[src/verilog/adc_scan_pkg.sv]
// Constants for the converter control scan cells
package adc_scan_pkg;
   localparam int unsigned MUX_W      = 8;
   localparam int unsigned NEG_W      = 3;
   localparam int unsigned DAC_W      = 10;
   // Cell positions in the control chain, bit 0 nearest the scan input
   localparam int unsigned POS_GND    = 0;
   localparam int unsigned POS_HOLD   = 1;
   localparam int unsigned POS_PASS   = 2;
   localparam int unsigned POS_COMPARATOR_LATCH_PRECHARGE_N  = 3;
   localparam int unsigned POS_ACLK   = 4;
   localparam int unsigned POS_NEG    = 5;
   localparam int unsigned POS_MUX    = 8;
   localparam int unsigned POS_DAC    = 16;
   localparam int unsigned CHAIN_W    = 26;
   // Idle values, held while the converter is not under test
   localparam logic               IDLE_GND   = 1'h0;
   localparam logic               IDLE_HOLD  = 1'h1;
   localparam logic               IDLE_PASS  = 1'h1;
   localparam logic               IDLE_COMPARATOR_LATCH_PRECHARGE_N = 1'h1;
   localparam logic               IDLE_ACLK  = 1'h0;
   localparam logic [NEG_W-1:0]   IDLE_NEG   = 3'h0;
   localparam logic [MUX_W-1:0]   IDLE_MUX   = 8'h01;
   localparam logic [DAC_W-1:0]   IDLE_DAC   = 10'h200;
   localparam logic [CHAIN_W-1:0] IDLE_CHAIN = {IDLE_DAC, IDLE_MUX,
      IDLE_NEG, IDLE_ACLK, IDLE_COMPARATOR_LATCH_PRECHARGE_N, IDLE_PASS, IDLE_HOLD, IDLE_GND};
endpackage

[src/verilog/scan_cell.sv]
// One boundary-scan cell: capture/shift stage and update latch
`timescale 1ns/1ps
`default_nettype none
module scan_cell #(
   parameter logic IDLE = 1'h0                 // Update value after reset
) (
   input  wire logic i_clk_sys,                // System clock
   input  wire logic i_rst_n,                  // Async reset, active low
   input  wire logic i_shift,                  // Shift-DR phase
   input  wire logic i_capture,                // Capture-DR phase
   input  wire logic i_update,                 // Update-DR strobe
   input  wire logic i_scan_in,                // From previous cell
   input  wire logic i_observe,                // Value to capture
   output logic      o_scan_out,               // Shift stage
   output logic      o_cell                    // Update stage
);
   always_ff @(posedge i_clk_sys or negedge i_rst_n) begin
      if (!i_rst_n) begin
         o_scan_out <= IDLE;
      end else if (i_shift) begin
         o_scan_out <= i_scan_in;
      end else if (i_capture) begin
         o_scan_out <= i_observe;
      end
   end

   always_ff @(posedge i_clk_sys or negedge i_rst_n) begin
      if (!i_rst_n) begin
         o_cell <= IDLE;
      end else if (i_update) begin
         o_cell <= o_scan_out;
      end
   end
endmodule
`default_nettype wire

[src/verilog/adc_scan_control_cells.sv]
// Scan cells that drive the converter control inputs during test
`timescale 1ns/1ps
`default_nettype none
module adc_scan_control_cells (
   input  wire logic                            i_clk_sys,   // 20 MHz clock
   input  wire logic                            i_rst_n,     // Async reset
   input  wire logic                            i_test_mode, // Chain owns ADC
   input  wire logic                            i_shift,     // Shift-DR
   input  wire logic                            i_capture,   // Capture-DR
   input  wire logic                            i_update,    // Update-DR
   input  wire logic                            i_tdi,       // Scan in
   output logic                                 o_tdo,       // Scan out
   output logic                                 o_ground_negative_input,
   output logic                                 o_hold,      // 1 hold 0 samp
   output logic                                 o_gain_pass_gate_enable,
   output logic                                 o_comparator_latch_precharge_n,
   output logic                                 o_gain_clock, // Switch-cap
   output logic [adc_scan_pkg::NEG_W-1:0]       o_negative_input_select,
   output logic [adc_scan_pkg::MUX_W-1:0]       o_input_channel_select,
   output logic [adc_scan_pkg::DAC_W-1:0]       o_dac_value  // DAC code
);
   import adc_scan_pkg::*;

   logic [CHAIN_W-1:0] shift_st;
   logic [CHAIN_W-1:0] cell_st;
   logic [CHAIN_W-1:0] chain_in;
   logic [CHAIN_W-1:0] drive_d;

   // Refuse a chain layout that the field slices cannot serve
   if (POS_DAC + DAC_W != CHAIN_W) begin : g_bad_len
      $error("control chain length does not match its fields");
   end
   if (POS_MUX + MUX_W > POS_DAC) begin : g_bad_mux
      $error("channel field overlaps the DAC field");
   end
   if (POS_NEG + NEG_W > POS_MUX) begin : g_bad_neg
      $error("negative select field overlaps the channel field");
   end
   if (POS_ACLK >= POS_NEG) begin : g_bad_aclk
      $error("single-bit cells overlap the negative select field");
   end
   if (CHAIN_W < 2) begin : g_bad_short
      $error("control chain too short to shift");
   end

   // Chain input: TDI into bit 0, each cell feeds the next
   assign chain_in = {shift_st[CHAIN_W-2:0], i_tdi};

   // Capture reads back what is applied, so a scan-out checks the drive
   genvar g;
   generate
      for (g = 0; g < CHAIN_W; g++) begin : g_cell
         scan_cell #(
            .IDLE (IDLE_CHAIN[g])
         ) u_cell (
            .i_clk_sys  (i_clk_sys),
            .i_rst_n    (i_rst_n),
            .i_shift    (i_shift),
            .i_capture  (i_capture),
            .i_update   (i_update),
            .i_scan_in  (chain_in[g]),
            .i_observe  (drive_d[g]),
            .o_scan_out (shift_st[g]),
            .o_cell     (cell_st[g])
         );
      end
   endgenerate

   // Idle values whenever the converter is not under test
   // DAC idle midpoint
   assign drive_d = i_test_mode ? cell_st : IDLE_CHAIN;

   always_ff @(posedge i_clk_sys or negedge i_rst_n) begin
      if (!i_rst_n) begin
         o_tdo <= 1'h0;
      end else begin
         o_tdo <= shift_st[CHAIN_W-1];
      end
   end

   // Outputs registered so the analog side sees no decode glitches
   // Ground negative input
   always_ff @(posedge i_clk_sys or negedge i_rst_n) begin
      if (!i_rst_n) begin
         o_ground_negative_input <= IDLE_GND;
      end else begin
         o_ground_negative_input <= drive_d[POS_GND];
      end
   end

   always_ff @(posedge i_clk_sys or negedge i_rst_n) begin
      if (!i_rst_n) begin
         o_hold <= IDLE_HOLD;
      end else begin
         o_hold <= drive_d[POS_HOLD];
      end
   end

   always_ff @(posedge i_clk_sys or negedge i_rst_n) begin
      if (!i_rst_n) begin
         o_gain_pass_gate_enable <= IDLE_PASS;
      end else begin
         o_gain_pass_gate_enable <= drive_d[POS_PASS];
      end
   end

   always_ff @(posedge i_clk_sys or negedge i_rst_n) begin
      if (!i_rst_n) begin
         o_comparator_latch_precharge_n <= IDLE_COMPARATOR_LATCH_PRECHARGE_N;
      end else begin
         o_comparator_latch_precharge_n <= drive_d[POS_COMPARATOR_LATCH_PRECHARGE_N];
      end
   end

   // Gain clock idles low so the switched-capacitor stages stay still
   always_ff @(posedge i_clk_sys or negedge i_rst_n) begin
      if (!i_rst_n) begin
         o_gain_clock <= IDLE_ACLK;
      end else begin
         o_gain_clock <= drive_d[POS_ACLK];
      end
   end

   always_ff @(posedge i_clk_sys or negedge i_rst_n) begin
      if (!i_rst_n) begin
         o_negative_input_select <= IDLE_NEG;
      end else begin
         o_negative_input_select <= drive_d[POS_NEG +: NEG_W];
      end
   end

   always_ff @(posedge i_clk_sys or negedge i_rst_n) begin
      if (!i_rst_n) begin
         o_input_channel_select <= IDLE_MUX;
      end else begin
         o_input_channel_select <= drive_d[POS_MUX +: MUX_W];
      end
   end

   // Midpoint while sampling is tester's duty
   always_ff @(posedge i_clk_sys or negedge i_rst_n) begin
      if (!i_rst_n) begin
         o_dac_value <= IDLE_DAC;
      end else begin
         o_dac_value <= drive_d[POS_DAC +: DAC_W];
      end
   end
endmodule
`default_nettype wire

[config.mk]
export PLATFORM = sky130hd
export DESIGN_NAME = adc_scan_control_cells
export DESIGN_NICKNAME = d
export VERILOG_FILES = /design/src/verilog/adc_scan_pkg.sv /design/src/verilog/scan_cell.sv /design/src/verilog/adc_scan_control_cells.sv
export SDC_FILE = /design/constraint.sdc
export NUM_CORES = 1
export LEC_CHECK = 0
export ABC_CLOCK_PERIOD_IN_PS = 2700
export BUFFER_PORTS_ARGS = -buffer_cell sky130_fd_sc_hd__buf_2
export CORE_AREA = 4 4 90 92
export DETAILED_ROUTE_END_ITERATION = 10
export DIE_AREA = 0 0 94 96
export SLEW_MARGIN = 20
export SYNTH_ARGS = -nofsm -noshare
export SYNTH_HDL_FRONTEND = slang
export SYNTH_SLANG_ARGS = --single-unit
[constraint.sdc]
create_clock -name i_clk_sys -period 2.7 [get_ports i_clk_sys]
set_input_delay 0.405 -clock i_clk_sys [delete_from_list [all_inputs] [get_ports i_clk_sys]]
set_output_delay 0.405 -clock i_clk_sys [all_outputs]
set_load 0.01 [all_outputs]
After elaboration in Yosys (flattened, before gate mapping)
Index checks and enable logic that the tools add are counted.
W data, S select, Z words.

word-level totals
  flip-flop bits (word level) = 79
  bits in latches = 0
  RAM bits = 0
  ROM bits = 0
  input port bits = 7
  output and inout port bits = 27
  word-level logic and storage cells = 115
  memories kept = 0

cells by class
  $add $sub $neg = 0
  $mul = 0
  divide/modulo/power cells = 0
  magnitude comparators = 0
  equality and inequality tests = 0
  shift-type cells = 0
  multiplexer cells = 53
  bitwise logic cells = 0
  reductions and logical operators = 1

operators by type and width
  kind                count
  $mux W1             52
  $mux W26            1
  $reduce_bool A2 Y1  1

Depth between registers and ports, before layout
  depth after elaboration = 3
  depth in mapped cells = 4

Cells and area by module
From an unflattened synthesis, not the netlist that was laid out.

second synthesis, totals
  cell total of the unflattened synthesis = 211
  area, all modules = 3071.7 µm²

by module, submodules not included
  module                            instances  cells each  area each (µm²)  sequential area each (µm²)
  scan_cell (g_cell[0].u_cell ...)  21         6           83.8             50.0
  adc_scan_control_cells            1          55          879.6            681.9
  scan_cell (g_cell[1].u_cell ...)  5          6           86.3             52.6

Worst setup path after synthesis
OpenSTA, ideal clock, no wires.

  path kind = input to register
  start = input i_update
  end = register g_cell[0].u_cell.o_cell
  arrival time = 1.052 ns
  setup slack = 1.523 ns
  cell stages on the path = 3
  buffers on the path = 2
  path through = buf_2 -> buf_6 -> mux2_2

RTL lines
  what                  line                          text
  start, declared       adc_scan_control_cells.sv:10  input wire logic i_update,
  end signal, assigned  scan_cell.sv:31               o_cell <= o_scan_out;
  end, declared         scan_cell.sv:15               output logic o_cell

No word-level cell between the ends.

Final worst setup path
  start = register o_dac_value[9] in the netlist's numbering
  end = output o_dac_value[9] in the netlist's numbering

RTL lines
  what                    line                           text
  start, declared         adc_scan_control_cells.sv:20   output logic [adc_scan_pkg::DAC_W-1:0] o_dac_value
  start signal, assigned  adc_scan_control_cells.sv:145  o_dac_value <= drive_d[POS_DAC +: DAC_W];

No word-level cell between the ends.

==> results.yml <==
drt:
  route.detailed.drc: 0
  vias: 1886
  vias_per_cell: 4.91
  wl_per_cell_um: 14.2
  ant_nets: 0
  drtPass1Iterations: 4
  wl_mm: 5.46
  drtIter0Drc: 90
logic_synthesis:
  yosysTopAreaCell: "dfrtp_1"
  yosysSeqAreaShare_pct: 62.3
  yosysWarnings: 0
  synth_top_area_share_pct: 50.0
  synth_area_sq_um: 3200
  synth_area_leaders: "dfrtp_1, dfstp_2, mux2_2"
  ys_types: 19
  synth_fp_nets: 262
  synthCells: 255
  syn_avg_cell_area_sq_um: 12.6
  synth_seq_cells: 79
timing:
  rsz0062_at_grt: "no"
  setup_viol: 0
  hold_violations: 0
  min_period_ns: 1.39
  drv_slew: 0
  finalCritPeriodShare_pct: 51.6
  slew_headroom_pct: 36.5
  fmaxAchievable_mhz: 718
  clock_skew_ns: 0.00735
  finalHoldWorstSlack_ns: 0.211
  tightest_slew_ns: 0.952
  finalSetupTns_ns: 0
critical_path:
  crit_path_cell_trace: "buf_2"
  worstPathMaxFanout: 1
  cp-start-kind: "flip-flop"
  crit_family: "flip-flops"
  worst-path-buf-inv: 1
  cp.arrival_ns: 0.99
  cpPeakStageDelay_ns: 0.53
  slowest_stage: "dfstp_2"
  cp.required_ns: 2.30
  worstSetupPathType: "flip-flop to output pin"
  reg2reg_depth: 2
  endpoint_kind: "output pin"
  crit_cells: 1
final_layout:
  diodes: 0
  fillCellCount: 680
  drive_gt1_share_pct: 30.9
  syn2layout_area_growth_pct: 10.2
  final_nets: 287
  fin_util_pct: 49.0
global_route:
  grt_pass1_vias: 1957
  grt_max_degree: 80
  overflow: 0
  antenna_found_initial: 0
  grt_util_all_layers_pct: 13.7
  grt_pass1_wl_mm: 9.49
power_and_ir_drop:
  combPwrFrac_pct: 13.6
  p_per_area_nw_per_um2: 719
  vdd_drop_max_v: 0.000245
  swShare_pct: 25.7
  clkPwrFrac_pct: 28.2
  internal_power_mw: 1.89
  switching_power_mw: 0.653
  p_seq_share_pct: 58.2
  power.leakage_nw: 1.54
floorplan:
  core-area_sq_um: 7210
  num_io_pins: 34
  rows: 31
  fp.dieW_um: 94
  die_h_um: 96
  die_area_sq_um: 9020
  initial_core_util_pct: 44.4
clock_network:
  cts_resized: 0
  cts_setup_buffers: 0
  cts.clk_slew.worst_paths_ns: 0.08
  clock_latency_ns: 0.33
  postCtsHoldBufs: 0
  cts-htree-levels: 3
  cts_root_buffer: "clkbuf_8"
  cts.sinks: 79
  cts_made_buffers: 9
  cts_tree: "done"
  cts_buffer_depth: 2
status:
  status: "completed"
hold_path:
  min_path_type: "input port to async pin"
placed_design:
  numPortBuffers: 33
  dp_hpwl_mm: 3.06
  gp_congestion: 0.695
job:
  cap_violations: 0
## placed cells by master, fill, tap and decap left out
| cell | Yosys | layout |
|---|---|---|
| a31oi_1 | 21 | 21 |
| and2_1 | 21 | 21 |
| and3b_1 | 5 | 5 |
| buf_2 | 7 | 32 |
| buf_4 | 1 | 1 |
| clkbuf_1 | 5 | 5 |
| clkbuf_8 | 0 | 9 |
| clkinv_2 | 0 | 2 |
| dfrtp_1 | 64 | 64 |
| dfstp_2 | 15 | 15 |
| inv_1 | 1 | 1 |
| mux2_2 | 26 | 26 |
| nand2_1 | 5 | 5 |
| nand2b_1 | 26 | 26 |
| nand3_1 | 21 | 21 |
| nor2_1 | 5 | 5 |
| nor2b_1 | 21 | 21 |
| o31ai_1 | 2 | 2 |
| o31ai_2 | 3 | 3 |
## registers in the layout (all words and copies together) (netlist names), 3 cells and up
signal                    cells
g_cell.u_cell.o_scan_out     26
o_negative_input_select       3
g_cell.u_cell.o_cell         26
o_input_channel_select        8
o_dac_value                  10
## Yosys cell counts (all sizes together)
library cell and number:
inv 1, mux2 26, a31oi 21, o31ai 5, clkbuf 7, nor2 5
nand2b 26, and2 21, nor2b 21, nand3 21, dfrtp 64, and3b 5
nand2 5, dfstp 15, buf 12
## stage by stage
stage	total power [mW]	setup slack, ns	cell area (sq um)	instances
3_5_place_dp	1.85	1.01	3380	368
3_3_place_gp	1.84	1.07	3380	368
5_1_grt	2.70	1.24	3530	384
4_1_cts	2.58	1.29	3530	384
2_1_floorplan	1.73	1.52	3200	255
6_report	2.54	1.31	3530	384
## logic make-up after synthesis
logic type	after synthesis	synth area share, %
AO/OA/AOI/OAI	26	5.74
flip-flops	79	62.3
AND/OR/NAND/NOR	104	19.1
buffers and inverters	20	3.75
multiplexers	26	9.14
## layout make-up
class / instances / area (sq um) / area share, %
clock buffer: 14 / 143 / 4.04
clock inverter: 2 / 10.0 / 0.283
inverter: 1 / 3.75 / 0.106
multi-input combinational: 156 / 1090 / 30.8
sequential: 79 / 2000 / 56.5
tap: 99 / 124 / 3.51
timing repair buffer: 33 / 168 / 4.75
## power by group through the flow
stage | Clock, mW | Sequential, mW | Combinational, mW
3_5_place_dp | 0 | 1.50 | 0.353
6_report | 0.716 | 1.48 | 0.345
3_3_place_gp | 0 | 1.50 | 0.345
4_1_cts | 0.747 | 1.48 | 0.355
5_1_grt | 0.802 | 1.50 | 0.391
2_1_floorplan | 0 | 1.50 | 0.227
## per-layer routing
layer	part of all wire (%)	GRT usage, %
met1	46	17.9
met2	47	21.6
met3	4.3	3.05
met4	1.8	6.86
met5	0	0
## final timing paths
check                                                          from                                       to  slack (ns)
max in group asynchronous                                   i_rst_n  g_cell[0].u_cell.o_scan_out$_DFFE_PN0P_        1.87
max reg2reg                     g_cell[2].u_cell.o_cell$_DFFE_PN1P_  g_cell[2].u_cell.o_scan_out$_DFFE_PN1P_        1.64
max                                        o_dac_value[9]$_DFF_PN1_                           o_dac_value[9]        1.31
min                                                         i_rst_n                 o_dac_value[3]$_DFF_PN0_        0.21
min reg2reg                g_cell[25].u_cell.o_scan_out$_DFFE_PN1P_                          o_tdo$_DFF_PN0_        0.41
min in group i_clk_sys                                        i_tdi  g_cell[0].u_cell.o_scan_out$_DFFE_PN0P_        0.36
(Power assumes the default switching activity.)
